==> src/shared/uib_pkg.sv <==
// Operation
// - Sixteen pins, each input or output
// - Two pins per channel sampled for changes
// - Change detection ignores pin direction
// - Reading change register resets the reference
// - Eighteen interrupt sources in five kinds
// - Each source forms a numeric bid
// - Arbitrate every cycle or every second
// - Masked sources place no bid
// - Bid concatenates channel, type, level, programmable
// - All enabled bids compete together
// - Largest bid alone remains as winner
// - Use divide-by-2 above 4 MHz
// - Request only when winner exceeds threshold
// - Request is open-drain active-low level
// - Request may pulse during FIFO access
// - Acknowledge latches winner and returns vector
// - Channel number in two lowest bits
// - No bids reads FFh, request negated
// - Receive error is OR of errors
// - Timers report channel codes 01, 11
package uib_pkg;

  localparam int CLK_PERIOD_NS  = 50;
  localparam int COS_SAMPLE_NS  = 26040;
  localparam int COS_SAMPLE_CYC = COS_SAMPLE_NS / CLK_PERIOD_NS;

  localparam int NUM_CH   = 4;
  localparam int NUM_PINS = 16;
  localparam int NUM_COS  = 8;
  localparam int NUM_CT   = 2;
  localparam int NUM_SRC  = 18;

  localparam int SRC_RX  = 0;
  localparam int SRC_BRK = 4;
  localparam int SRC_TX  = 8;
  localparam int SRC_COS = 12;
  localparam int SRC_CT  = 16;

  localparam logic [7:0] ADDR_CTRL = 8'h00;
  localparam logic [7:0] ADDR_MASK = 8'h04;
  localparam logic [7:0] ADDR_CIR  = 8'h08;
  localparam logic [7:0] ADDR_PDIR = 8'h0C;
  localparam logic [7:0] ADDR_POUT = 8'h10;
  localparam logic [7:0] ADDR_PIN  = 8'h14;
  localparam logic [7:0] ADDR_PCHG = 8'h18;
  localparam logic [7:0] ADDR_PRIO = 8'h1C;
  localparam logic [7:0] ADDR_STAT = 8'h20;

  localparam int CTRL_THR_LSB   = 0;
  localparam int CTRL_DIV2_BIT  = 8;
  localparam int CTRL_VMOD_BIT  = 9;
  localparam int CTRL_VBASE_LSB = 16;
  localparam int PRIO_BRK_LSB   = 0;
  localparam int PRIO_COS_LSB   = 12;
  localparam int PRIO_CT_LSB    = 24;

  localparam logic [31:0] CTRL_RST = 32'h0000_0000;
  localparam logic [17:0] MASK_RST = 18'h0_0000;
  localparam logic [15:0] PIN_RST  = 16'h0000;
  localparam logic [31:0] PRIO_RST = 32'h0000_0000;

  localparam logic [1:0] TYPE_RX  = 2'h3;
  localparam logic [1:0] TYPE_TX  = 2'h2;
  localparam logic [2:0] TYPE_BRK = 3'h4;
  localparam logic [2:0] TYPE_COS = 3'h1;
  localparam logic [3:0] TYPE_CT  = 4'h5;
  localparam logic [1:0] CT_CH0   = 2'h1;
  localparam logic [1:0] CT_CH1   = 2'h3;
  localparam logic [7:0] NO_BID   = 8'h00;
  localparam logic [7:0] CIR_NONE = 8'hFF;

endpackage

==> src/shared/uib_cos_if.sv <==
`timescale 1ns/1ps
interface uib_cos_if;
  logic [7:0] level;
  logic [7:0] change;
  logic       clear;
  modport det (input level, input clear, output change);
  modport ctl (output level, output clear, input change);
endinterface

==> src/core/uib_irq_arbiter.sv <==
`timescale 1ns/1ps
module uib_irq_arbiter
  import uib_pkg::*;
(
  // Clock and reset
  input  wire logic        ref_clk,
  input  wire logic        rst_n,
  // Wishbone slave
  input  wire logic        wb_cyc_i,
  input  wire logic        wb_stb_i,
  input  wire logic        wb_we_i,
  input  wire logic [7:0]  wb_adr_i,
  input  wire logic [3:0]  wb_sel_i,
  input  wire logic [31:0] wb_dat_i,
  output logic      [31:0] wb_dat_o,
  output logic             wb_ack_o,
  // Interrupt sources
  input  wire logic [11:0] rx_count_i,
  input  wire logic [3:0]  rx_parity_err_i,
  input  wire logic [3:0]  rx_frame_err_i,
  input  wire logic [3:0]  rx_overrun_i,
  input  wire logic [3:0]  rx_break_i,
  input  wire logic [11:0] tx_avail_i,
  input  wire logic [1:0]  ct_event_i,
  // General-purpose pins
  input  wire logic [15:0] io_pin_i,
  output logic      [15:0] io_pin_o,
  output logic      [15:0] io_pin_oe,
  // Interrupt request and acknowledge
  input  wire logic        irq_out_n_i,
  output logic             irq_out_n_o,
  output logic             irq_out_n_oe,
  input  wire logic        irq_ack_in_n,
  output logic      [7:0]  vector_o,
  output logic             vector_valid_o
);

  logic [31:0] ctrl_q;
  logic [17:0] mask_q;
  logic [15:0] pdir_q;
  logic [15:0] pout_q;
  logic [31:0] prio_q;
  logic [7:0]  cir_q;
  logic [31:0] dat_q;
  logic        ack_q;
  logic [31:0] rdata;
  logic [31:0] wmask;
  logic        wb_req;
  logic        wb_wr;
  logic        wb_rd;

  logic [15:0] pin_s1_q;
  logic [15:0] pin_s2_q;
  logic [15:0] pin_s3_q;
  logic [15:0] pin_val_q;
  logic        iack_s1_q;
  logic        iack_s2_q;
  logic        iack_s3_q;
  logic        iack_val_q;
  logic        iack_prev_q;
  logic        ack_fall;

  logic [7:0]  bid [NUM_SRC];
  logic [17:0] req_v;
  logic [3:0]  rx_err;
  logic [7:0]  win_bid;
  logic [7:0]  bid_latch_q;
  logic [7:0]  cir_next;
  logic [7:0]  thr;
  logic        div2;
  logic        eval;
  logic        eval_ph_q;
  logic        hold_q;
  logic        arb_take;
  logic        cir_upd;
  logic        irq_oe_q;
  logic        irq_o_q;
  logic [7:0]  vector_q;
  logic        vector_valid_q;

  uib_cos_if cos ();

  assign thr  = ctrl_q[CTRL_THR_LSB +: 8];
  assign div2 = ctrl_q[CTRL_DIV2_BIT];

  // ----------------------------------------
  // Wishbone slave
  // ----------------------------------------
  assign wb_req = wb_cyc_i & wb_stb_i & ~ack_q;
  assign wb_wr  = wb_cyc_i & wb_stb_i & wb_we_i & ack_q;
  assign wb_rd  = wb_req & ~wb_we_i;
  assign wmask  = {{8{wb_sel_i[3]}}, {8{wb_sel_i[2]}}, {8{wb_sel_i[1]}}, {8{wb_sel_i[0]}}};

  always_comb begin
    case (wb_adr_i)
      ADDR_CTRL: rdata = ctrl_q;
      ADDR_MASK: rdata = {14'h0000, mask_q};
      ADDR_CIR:  rdata = {24'h00_0000, cir_q};
      ADDR_PDIR: rdata = {16'h0000, pdir_q};
      ADDR_POUT: rdata = {16'h0000, pout_q};
      ADDR_PIN:  rdata = {16'h0000, pin_val_q};
      ADDR_PCHG: rdata = {16'h0000, cos.level, cos.change};
      ADDR_PRIO: rdata = prio_q;
      ADDR_STAT: rdata = {15'h0000, irq_oe_q, ~bid_latch_q, bid_latch_q};
      default:   rdata = 32'h0000_0000;
    endcase
  end

  always_ff @(posedge ref_clk) begin
    if (!rst_n) begin
      ack_q <= 1'b0;
      dat_q <= 32'h0000_0000;
    end else begin
      ack_q <= wb_req;
      if (wb_req) begin
        dat_q <= wb_we_i ? 32'h0000_0000 : rdata;
      end
    end
  end

  assign wb_ack_o = ack_q;
  assign wb_dat_o = dat_q;

  wb_ack_a: assert property (@(posedge ref_clk) disable iff (!rst_n)
    wb_req |=> ack_q ##1 !ack_q) else $error("bus ack not a single cycle");

  // ----------------------------------------
  // Control registers
  // ----------------------------------------
  always_ff @(posedge ref_clk) begin
    if (!rst_n) begin
      ctrl_q <= CTRL_RST;
    end else if (wb_wr && (wb_adr_i == ADDR_CTRL)) begin
      ctrl_q <= (ctrl_q & ~wmask) | (wb_dat_i & wmask);
    end
  end

  always_ff @(posedge ref_clk) begin
    if (!rst_n) begin
      mask_q <= MASK_RST;
    end else if (wb_wr && (wb_adr_i == ADDR_MASK)) begin
      mask_q <= (mask_q & ~wmask[17:0]) | (wb_dat_i[17:0] & wmask[17:0]);
    end
  end

  always_ff @(posedge ref_clk) begin
    if (!rst_n) begin
      prio_q <= PRIO_RST;
    end else if (wb_wr && (wb_adr_i == ADDR_PRIO)) begin
      prio_q <= (prio_q & ~wmask) | (wb_dat_i & wmask);
    end
  end

  always_ff @(posedge ref_clk) begin
    if (!rst_n) begin
      pdir_q <= PIN_RST;
      pout_q <= PIN_RST;
    end else begin
      if (wb_wr && (wb_adr_i == ADDR_PDIR)) begin
        pdir_q <= (pdir_q & ~wmask[15:0]) | (wb_dat_i[15:0] & wmask[15:0]);
      end
      if (wb_wr && (wb_adr_i == ADDR_POUT)) begin
        pout_q <= (pout_q & ~wmask[15:0]) | (wb_dat_i[15:0] & wmask[15:0]);
      end
    end
  end

  // ----------------------------------------
  // Pin drivers and input synchronisers
  // ----------------------------------------
  always_ff @(posedge ref_clk) begin
    if (!rst_n) begin
      io_pin_o  <= PIN_RST;
      io_pin_oe <= PIN_RST;
    end else begin
      io_pin_o  <= pout_q;
      io_pin_oe <= pdir_q;
    end
  end

  always_ff @(posedge ref_clk) begin
    if (!rst_n) begin
      pin_s1_q  <= PIN_RST;
      pin_s2_q  <= PIN_RST;
      pin_s3_q  <= PIN_RST;
      pin_val_q <= PIN_RST;
    end else begin
      pin_s1_q  <= io_pin_i;
      pin_s2_q  <= pin_s1_q;
      pin_s3_q  <= pin_s2_q;
      pin_val_q <= (pin_s2_q & pin_s3_q) | (pin_val_q & (pin_s2_q | pin_s3_q));
    end
  end

  always_ff @(posedge ref_clk) begin
    if (!rst_n) begin
      iack_s1_q   <= 1'b1;
      iack_s2_q   <= 1'b1;
      iack_s3_q   <= 1'b1;
      iack_val_q  <= 1'b1;
      iack_prev_q <= 1'b1;
    end else begin
      iack_s1_q   <= irq_ack_in_n;
      iack_s2_q   <= iack_s1_q;
      iack_s3_q   <= iack_s2_q;
      iack_val_q  <= (iack_s2_q == iack_s3_q) ? iack_s3_q : iack_val_q;
      iack_prev_q <= iack_val_q;
    end
  end

  assign ack_fall = iack_prev_q & ~iack_val_q;

  // ----------------------------------------
  // Change detectors
  // ----------------------------------------
  assign cos.clear = wb_rd && (wb_adr_i == ADDR_PCHG);

  uib_cos_detect u_cos (
    .ref_clk (ref_clk),
    .rst_n   (rst_n),
    .cos     (cos.det)
  );

  // ----------------------------------------
  // Bid formation
  // ----------------------------------------
  for (genvar ch = 0; ch < NUM_CH; ch++) begin : g_ch
    assign cos.level[2*ch +: 2] = pin_val_q[4*ch +: 2];
    assign rx_err[ch] = rx_parity_err_i[ch] | rx_frame_err_i[ch] | rx_overrun_i[ch];
    assign bid[SRC_RX+ch]   = {rx_count_i[3*ch +: 3], rx_err[ch], TYPE_RX, 2'(ch)};
    assign bid[SRC_TX+ch]   = {1'b0, tx_avail_i[3*ch +: 3], TYPE_TX, 2'(ch)};
    assign bid[SRC_BRK+ch]  = {prio_q[PRIO_BRK_LSB+3*ch +: 3], TYPE_BRK, 2'(ch)};
    assign bid[SRC_COS+ch]  = {prio_q[PRIO_COS_LSB+3*ch +: 3], TYPE_COS, 2'(ch)};
    assign req_v[SRC_RX+ch]  = |rx_count_i[3*ch +: 3];
    assign req_v[SRC_TX+ch]  = |tx_avail_i[3*ch +: 3];
    assign req_v[SRC_BRK+ch] = rx_break_i[ch];
    assign req_v[SRC_COS+ch] = |cos.change[2*ch +: 2];
  end

  for (genvar k = 0; k < NUM_CT; k++) begin : g_ct
    assign bid[SRC_CT+k]   = {prio_q[PRIO_CT_LSB+2*k +: 2], TYPE_CT, (k == 0) ? CT_CH0 : CT_CH1};
    assign req_v[SRC_CT+k] = ct_event_i[k];
  end

  // ----------------------------------------
  // Arbitration
  // ----------------------------------------
  always_comb begin
    win_bid = NO_BID;
    for (int i = 0; i < NUM_SRC; i++) begin
      if (req_v[i] && mask_q[i] && (bid[i] > win_bid)) begin
        win_bid = bid[i];
      end
    end
  end

  assign eval     = ~div2 | eval_ph_q;
  assign arb_take = eval & ~hold_q;

  always_ff @(posedge ref_clk) begin
    if (!rst_n) begin
      eval_ph_q <= 1'b0;
    end else begin
      eval_ph_q <= ~eval_ph_q;
    end
  end

  always_ff @(posedge ref_clk) begin
    if (!rst_n) begin
      hold_q <= 1'b0;
    end else if (ack_fall) begin
      hold_q <= ~eval;
    end else if (eval) begin
      hold_q <= 1'b0;
    end
  end

  always_ff @(posedge ref_clk) begin
    if (!rst_n) begin
      bid_latch_q <= NO_BID;
    end else if (arb_take) begin
      bid_latch_q <= win_bid;
    end
  end

  eval_full_a: assert property (@(posedge ref_clk) disable iff (!rst_n)
    !div2 |-> eval) else $error("arbitration skipped without divider");
  eval_half_a: assert property (@(posedge ref_clk) disable iff (!rst_n)
    (div2 && eval) ##1 div2 |-> !eval) else $error("arbitration ran twice in a row with divider");
  mask_gate_a: assert property (@(posedge ref_clk) disable iff (!rst_n)
    (arb_take && (mask_q == 18'h0_0000)) |=> (bid_latch_q == NO_BID)) else $error("masked source won");
  win_latch_a: assert property (@(posedge ref_clk) disable iff (!rst_n)
    arb_take |=> (bid_latch_q == $past(win_bid))) else $error("winner not latched");
  ack_hold_a: assert property (@(posedge ref_clk) disable iff (!rst_n)
    (ack_fall && !eval) |=> !arb_take) else $error("arbitration not held after acknowledge");

  // ----------------------------------------
  // Request output
  // ----------------------------------------
  // Level follows every arbitration, so a lone FIFO source
  // can drop out briefly while its count is being changed.
  always_ff @(posedge ref_clk) begin
    if (!rst_n) begin
      irq_oe_q <= 1'b0;
      irq_o_q  <= 1'b0;
    end else begin
      irq_oe_q <= (bid_latch_q > thr);
      irq_o_q  <= 1'b0;
    end
  end

  assign irq_out_n_oe = irq_oe_q;
  assign irq_out_n_o  = irq_o_q;

  irq_assert_a: assert property (@(posedge ref_clk) disable iff (!rst_n)
    (bid_latch_q > thr) |=> irq_oe_q) else $error("request missing above threshold");
  irq_release_a: assert property (@(posedge ref_clk) disable iff (!rst_n)
    (bid_latch_q <= thr) |=> !irq_oe_q) else $error("request held at or below threshold");

  // ----------------------------------------
  // Current winner and vector
  // ----------------------------------------
  assign cir_upd  = ack_fall | (wb_wr && (wb_adr_i == ADDR_CIR));
  assign cir_next = (bid_latch_q > thr) ? bid_latch_q : CIR_NONE;

  always_ff @(posedge ref_clk) begin
    if (!rst_n) begin
      cir_q <= CIR_NONE;
    end else if (cir_upd) begin
      cir_q <= cir_next;
    end
  end

  always_ff @(posedge ref_clk) begin
    if (!rst_n) begin
      vector_q       <= 8'h00;
      vector_valid_q <= 1'b0;
    end else begin
      vector_valid_q <= ack_fall;
      if (ack_fall) begin
        vector_q <= ctrl_q[CTRL_VMOD_BIT] ?
                    {ctrl_q[CTRL_VBASE_LSB+5 +: 3], cir_next[4:0]} :
                    ctrl_q[CTRL_VBASE_LSB +: 8];
      end
    end
  end

  assign vector_o       = vector_q;
  assign vector_valid_o = vector_valid_q;

  cir_capture_a: assert property (@(posedge ref_clk) disable iff (!rst_n)
    ack_fall |=> (cir_q == $past(cir_next)) && vector_valid_q) else $error("winner not captured on acknowledge");

endmodule

==> src/core/uib_cos_detect.sv <==
`timescale 1ns/1ps
module uib_cos_detect
  import uib_pkg::*;
(
  // Clock and reset
  input  wire logic ref_clk,
  input  wire logic rst_n,
  // Detector link
  uib_cos_if.det    cos
);

  logic [9:0] smp_cnt_q;
  logic       sample;
  logic [7:0] ref_q;
  logic [7:0] chg_q;

  assign sample     = (smp_cnt_q == 10'(COS_SAMPLE_CYC - 1));
  assign cos.change = chg_q;

  // ----------------------------------------
  // Sample period
  // ----------------------------------------
  always_ff @(posedge ref_clk) begin
    if (!rst_n) begin
      smp_cnt_q <= 10'h000;
    end else if (sample) begin
      smp_cnt_q <= 10'h000;
    end else begin
      smp_cnt_q <= smp_cnt_q + 10'h001;
    end
  end

  // ----------------------------------------
  // Per-pin detectors
  // ----------------------------------------
  for (genvar i = 0; i < NUM_COS; i++) begin : g_det
    always_ff @(posedge ref_clk) begin
      if (!rst_n) begin
        ref_q[i] <= 1'b0;
        chg_q[i] <= 1'b0;
      end else begin
        if (cos.clear) begin
          ref_q[i] <= cos.level[i];
        end
        if (sample && (cos.level[i] != ref_q[i])) begin
          chg_q[i] <= 1'b1;
        end else if (cos.clear) begin
          chg_q[i] <= 1'b0;
        end
      end
    end
  end

  cos_clear_a: assert property (@(posedge ref_clk) disable iff (!rst_n)
    (cos.clear && !sample) |=> (chg_q == 8'h00)) else $error("change flags not cleared by read");

endmodule

==> config.mk <==
export PLATFORM = sky130hd
export DESIGN_NAME = uib_irq_arbiter
export DESIGN_NICKNAME = d
export VERILOG_FILES = /design/src/shared/uib_pkg.sv /design/src/shared/uib_cos_if.sv /design/src/core/uib_irq_arbiter.sv /design/src/core/uib_cos_detect.sv
export SDC_FILE = /design/constraint.sdc
export NUM_CORES = 1
export LEC_CHECK = 0
export ABC_CLOCK_PERIOD_IN_PS = 25000
export BUFFER_PORTS_ARGS = -buffer_cell sky130_fd_sc_hd__buf_2
export CAP_MARGIN = 25
export CORE_ASPECT_RATIO = 1.5
export CORE_MARGIN = 1
export CORE_UTILIZATION = 35
export CTS_BUF_LIST = sky130_fd_sc_hd__clkbuf_2
export DETAILED_ROUTE_END_ITERATION = 10
export GPL_ROUTABILITY_DRIVEN = 0
export PLACE_DENSITY_LB_ADDON = 0.08
export SKIP_CTS_REPAIR_TIMING = 1
export SYNTH_ARGS = -nofsm -noshare
export SYNTH_HDL_FRONTEND = slang
export SYNTH_SLANG_ARGS = --single-unit
export TNS_END_PERCENT = 5
==> constraint.sdc <==
create_clock -name ref_clk -period 25 [get_ports ref_clk]
set_clock_uncertainty 0.15 [all_clocks]
set_input_delay 1.25 -clock ref_clk [delete_from_list [all_inputs] [get_ports ref_clk]]
set_output_delay 1.25 -clock ref_clk [all_outputs]
set_load 0.02 [all_outputs]
Yosys cells after proc, flatten, opt, wreduce, memory -nomap -nowiden

Index checks and enable logic that the tools add are counted.
Widths: inputs -> output; s select.

Register bits after elaboration: 302
Output and inout port bits: 76
Logic and storage cells: 233

Add/subtract/negate cells: 1
Order comparisons: 19
Equality and inequality tests: 18
Muxes and demuxes: 33
Bitwise operators: 46
Reductions and logical operators: 74

Operators by type and width:

| cell                  | count |
|---|---|
| $pmux 32 s9           | 1 |
| $mux 8                | 19 |
| $gt 8x8->1            | 14 |
| $and 32x32->32        | 3 |
| $and 16x16->16        | 5 |
| $or 16x16->16         | 4 |
| $or 32x32->32         | 2 |
| $logic_and 1x1->1     | 51 |
| $and 18x18->18        | 2 |
| $eq 8x5->1 const B    | 4 |
| $gt 7x8->1            | 4 |
| $mux 32               | 1 |
| $not 32->32           | 1 |
| $reduce_or 3->1       | 8 |
| $not 18->18           | 1 |
| $or 18x18->18         | 1 |
| $reduce_bool 2->1     | 9 |
| $eq 8x4->1 const B    | 2 |
| $not 16->16           | 1 |
| $mux 1                | 11 |
| $add 10x1->10 const B | 1 |
| $eq 10x10->1 const B  | 1 |
| $or 1x1->1            | 10 |
| $reduce_or 2->1       | 5 |
| 10 further kinds      | 30 |

Logic depth before layout (Yosys ltp)

Depth after elaboration: 56
Mapped depth: 128
Gate-level depth less buffers: 124

Modules after synthesis

Synthesis repeated with hierarchy kept, for this count alone.

Cell total of the unflattened synthesis: 1,747
Area total of the unflattened synthesis: 14,525.2 um^2

Modules (own cells, without submodules):

| module          | instances | cells an instance | area each (um^2) | sequential area each (um^2) |
|---|---|---|---|---|
| uib_irq_arbiter | 1         | 1,636             | 13,482.9         | 5,525.3 |
| uib_cos_detect  | 1         | 111               | 1,042.2          | 520.5 |

Least setup slack after synthesis

No wires, ideal clock.

Path type: in2reg
From: input port rx_count_i[1]
To: register bid_latch_q[2]
Data arrival time: 23,248 ps
Data required time: 24,717 ps
Path slack: 1,469 ps
Stages: 118
Path buffers: 4
Cell sequence: nand2_1 -> ha_1 -> and3_1 -> nand2b_1 -> o21ai_1 -> mux2i_1 -> inv_1 -> ha_1 -> nor4_1 -> o211ai_1 -> and2_1 -> a31o_2 -> or2_2 -> ha_1 -> a21o_1 -> a21oi_1 -> o21a_1 -> a31oi_2 -> [... 82 more ...] -> o21ai_0 -> a21oi_1 -> nor3_1 -> mux2i_1 -> inv_1 -> ha_1 -> nand4_1 -> inv_1 -> a31oi_4 -> mux2i_1 -> ha_1 -> a211oi_1 -> nand2_1 -> nor4_1 -> or3_1 -> buf_2 -> and3_1 -> a31oi_1

Longest elaborated chain between the ends: 55
Elaborated cells on any way between the ends: 56
Those cells by class: order compare: 18; mux: 18; reduce/logical: 20

Ends and longest elaborated chain:

| item                                                               | RTL line               | source |
|---|---|---|
| start: declaration                                                 | uib_irq_arbiter.sv:18  | `input wire logic [11:0] rx_count_i,` |
| parallel branches: the longest is 3 deep, another holds $gt 8x1->1 | -                      |  |
| $mux 8 *                                                           | uib_irq_arbiter.sv:251 | `if (req_v[i] && mask_q[i] && (bid[i] > win_bid)) begin` |
| $gt 8x8->1                                                         | uib_irq_arbiter.sv:251 |  |
| $logic_and 1x1->1                                                  | uib_irq_arbiter.sv:251 |  |
| $mux 8 *                                                           | uib_irq_arbiter.sv:251 |  |
| $gt 8x8->1                                                         | uib_irq_arbiter.sv:251 |  |
| $logic_and 1x1->1                                                  | uib_irq_arbiter.sv:251 |  |
| $mux 8 *                                                           | uib_irq_arbiter.sv:251 |  |
| [... 37 more ...]                                                  | -                      |  |
| $logic_and 1x1->1                                                  | uib_irq_arbiter.sv:251 |  |
| $mux 8 *                                                           | uib_irq_arbiter.sv:251 |  |
| $gt 8x8->1                                                         | uib_irq_arbiter.sv:251 |  |
| $logic_and 1x1->1                                                  | uib_irq_arbiter.sv:251 |  |
| $mux 8 *                                                           | uib_irq_arbiter.sv:251 |  |
| $gt 8x8->1                                                         | uib_irq_arbiter.sv:251 |  |
| $logic_and 1x1->1                                                  | uib_irq_arbiter.sv:251 |  |
| $mux 8 *                                                           | uib_irq_arbiter.sv:251 |  |
| end signal: assignment                                             | uib_irq_arbiter.sv:282 | `bid_latch_q <= win_bid;` |
| end: declaration                                                   | uib_irq_arbiter.sv:67  | `logic [7:0] bid_latch_q;` |

Mark *: on every way between the ends.
A chain may end at the register's enable or synchronous reset.

==> impl_summary.log <==
[metrics] initial core utilization: 0.3574
[metrics] vias: 13920
[metrics] Clock H-tree levels: 3
[metrics] Chip Height: 251.2 microns
[metrics] cell type with the highest occurrence count on the critical path: sky130_fd_sc_hd__ha_1
[metrics] site row count: 90
[metrics] most instantiated flip-flop cell in the synthesis netlist: sky130_fd_sc_hd__dfxtp_1
[metrics] Fillers: 4262
[metrics] leak pwr: 6.785 nW
[metrics] smallest hold slack: 254.8 ps
[metrics] number of synthesized flops with an enable pin: 0
[metrics] minimum period implied by the final worst setup slack: 23430 ps
[metrics] number of standard cells after synthesis: 1757
[metrics] signed area change from the synthesized netlist to the final layout: 16.61%
[metrics] Worst Setup End Kind: flop
[metrics] most used routing layer in global routing: met2
[metrics] biggest fanout along the worst timing path: 7
[metrics] vias in the first global route: 13270
[metrics] run status: finished clean
[metrics] cell with the biggest individual delay on the critical path: sky130_fd_sc_hd__or3b_2
[metrics] proportion of synthesized flip-flops having asynchronous set or reset: 0
[metrics] register area: 0.006047 sq mm
[metrics] category of the worst setup path launch point: flop
[metrics] number of hold-slack violations in the final timing report: 0
[metrics] unique cell type count in the Yosys netlist: 98
[metrics] power density normalized to cell area: 49.65 mW/mm^2
[metrics] yosys synthesis warning count: 0
[metrics] clock root buffer: sky130_fd_sc_hd__clkbuf_2
[metrics] peak per-stage delay on the critical path: 440 ps
[metrics] layout cell share with drive strength beyond 1: 0.2094
[metrics] # clock sinks: 302
[metrics] Core Footprint: 0.04054 sq mm
[metrics] cell type with the largest total area after synthesis: sky130_fd_sc_hd__dfxtp_1
[metrics] GR met2 Demand/Resource: 0.4335
[metrics] 1st-iter DRT viols: 1080
[metrics] clock tree buffer depth: 3
[metrics] number of max-cap violations: 0
[metrics] overall global routing resource usage: 0.2360
[metrics] global-route wire length before repair: 76370 microns
[metrics] TritonCTS clock tree: done
[metrics] count of input and output buffers: 182
[metrics] Final TNS setup: 0 ps
[metrics] insertion delay to the later sink of the worst-skew pair: 990 ps
[metrics] Mapped Avg Cell Area: 8.246 sq um
[metrics] total wire length after detailed routing: 50450 microns
[metrics] CTS clock-pin slew for the worst setup and hold paths: 100 ps
[metrics] Wirelength per Cell: 19.89 microns
[metrics] path class of the lowest-slack min-delay path: reg -> reg
[metrics] DRC violations left: 0
[metrics] proportion of synthesized chip area in sequential cells: 0.4173
[metrics] normalized max-slew margin: 0.3159
[metrics] net total in the final layout: 2130
[metrics] final period utilization: 0.9370
[metrics] kind of critical path: reg -> reg
[metrics] pin count of the biggest net entering global routing: 110
[metrics] antenna violations before repair: 1
[metrics] CP required: 25620 ps
[metrics] First-pass DRT Iterations: 8
[metrics] Mapped Nets: 1904
[metrics] top cell type's share of synthesized area: 0.4173
[metrics] final setup vio count: 0
[metrics] die width: 168.1 microns
[metrics] detailed-placement wirelength estimate: 36770 microns
[metrics] maximum frequency from static timing analysis: 42.69 MHz
[metrics] gr ovfl total: 0
[metrics] slew at the pin closest to its max-slew limit: 1025 ps
[metrics] Die ar.: 0.04223 sq mm
[metrics] number of synthesized register bits: 302
[metrics] number of top-level design ports: 185
[metrics] number of buffers created by CTS: 73
[metrics] synthesized area: 0.01449 sq mm
[metrics] number of max-slew violations in the final report: 0
[metrics] signal arrival time at the worst endpoint: 24050 ps
[metrics] average vias per placed instance: 5.486
[metrics] worst IR drop on VDD: 32.59 uV
[metrics] met3 usage in global routing: 0.03542
[metrics] largest cells by area after synthesis: sky130_fd_sc_hd__dfxtp_1 42%, sky130_fd_sc_hd__a21oi_1 6.8%, sky130_fd_sc_hd__nand2_1 6.0%
[metrics] antenna violation net count after detailed routing: 0
[metrics] Global Route met1 Usage: 0.2716
[metrics] Multi-input gate area: 0.008050 sq mm
[stage by stage]
stage / utilization / total power, mW / instance area, sq um / setup slack, ps / cells
after CTS: 0.4129 / 0.8522 / 16740 / 258.7 / 2531
after detailed placement: 0.3979 / 0.5361 / 16130 / -403.1 / 2409
after global routing: 0.4167 / 0.8809 / 16890 / -38.92 / 2537
final: 0.4167 / 0.8388 / 16890 / 1574 / 2537
after global placement: 0.3979 / 0.5356 / 16130 / -91.94 / 2409
after floorplan: - / 0.5147 / 14490 / 1469 / 1757
[cell usage in the layout (no fill, tap or decap), types with 18 or more instances in the layout]
cell type                  instances
sky130_fd_sc_hd__nand2b_1         18
sky130_fd_sc_hd__buf_4            58
sky130_fd_sc_hd__a222oi_1         19
sky130_fd_sc_hd__a22oi_1          40
sky130_fd_sc_hd__nand2_1         232
sky130_fd_sc_hd__o21ai_0          69
sky130_fd_sc_hd__nand3_1          80
sky130_fd_sc_hd__nor2_1          176
sky130_fd_sc_hd__and2_1          100
sky130_fd_sc_hd__a21oi_1         194
sky130_fd_sc_hd__inv_1            47
sky130_fd_sc_hd__mux2i_1          43
sky130_fd_sc_hd__clkbuf_2         98
sky130_fd_sc_hd__dfxtp_1         301
sky130_fd_sc_hd__ha_1             37
sky130_fd_sc_hd__buf_2           182
sky130_fd_sc_hd__a31oi_1          22
[Yosys cell counts (38+ instances only)]
| library cell | number |
|---|---|
| sky130_fd_sc_hd__nor2_1 | 179 |
| sky130_fd_sc_hd__o21ai_0 | 71 |
| sky130_fd_sc_hd__clkbuf_1 | 78 |
| sky130_fd_sc_hd__and2_1 | 102 |
| sky130_fd_sc_hd__dfxtp_1 | 302 |
| sky130_fd_sc_hd__a22oi_1 | 40 |
| sky130_fd_sc_hd__nand3_1 | 80 |
| sky130_fd_sc_hd__inv_1 | 47 |
| sky130_fd_sc_hd__ha_1 | 38 |
| sky130_fd_sc_hd__mux2i_1 | 45 |
| sky130_fd_sc_hd__nand2_1 | 232 |
| sky130_fd_sc_hd__a21oi_1 | 196 |
[final timing paths]
kind | startpoint | cells after the start | slack, ps | end
min reg2reg | pin_s1_q[8]$_SDFF_PN0_ | 1 | 250 | pin_s2_q[8]$_SDFF_PN0_
max | flop | 116 | 1570 | bid_latch_q[3]$_SDFFE_PN0P_
min | pin_s1_q[8]$_SDFF_PN0_ | 1 | 250 | pin_s2_q[8]$_SDFF_PN0_
max reg2reg | flop | 116 | 1570 | bid_latch_q[3]$_SDFFE_PN0P_
[where the power goes]
part / switching (mW) / internal (mW) / leakage (nW) / total, mW
Clock: 0.205 / 0.108 / 0.453 / 0.313
Combinational: 0.0256 / 0.0133 / 3.89 / 0.0389
Sequential: 0.00186 / 0.485 / 2.44 / 0.487
[critical path: cells and delay by family, from the launching register on]
| kind | cells | cell delay [ps] |
|---|---|---|
| buffers and inverters | 11 | 1090 |
| AND/OR/NAND/NOR | 28 | 4880 |
| flip-flops | 1 | 420 |
| AO/OA/AOI/OAI | 53 | 10110 |
| multiplexers | 9 | 2590 |
| adder cells (fa/ha/maj) | 15 | 3960 |
[area by class of cell]
| type | count | area share |
|---|---|---|
| Timing Repair Buffer | 241 | 0.08088 |
| Antenna cell | 1 | 0.0001481 |
| Clock inverter | 24 | 0.007036 |
| Clock buffer | 98 | 0.02903 |
| Sequential cell | 302 | 0.3579 |
| Multi-Input combinational cell | 1317 | 0.4765 |
| Inverter | 48 | 0.01096 |
| Tap cell | 506 | 0.03748 |
[cell families after synthesis]
logic type                 after synthesis  synth area share
buffers and inverters                  138           0.03670
xor gates and xnor gates                17           0.01028
other                                    1         0.0002588
DFF                                    302            0.4173
AOI/OAI and AO/OA                      515            0.2398
muxes                                   55           0.03964
and+or+nand+nor                        689            0.2217
adders and majority gates               40           0.03429
[metal layers]
metal | wire length [microns] | up-vias
met3 | 2561 | 81
met2 | 26370 | 429
met1 | 20030 | 6626
met4 | 1481 | 0
met5 | 0 | -
li1 | - | 6782
Power figures use the tool's default switching activity.
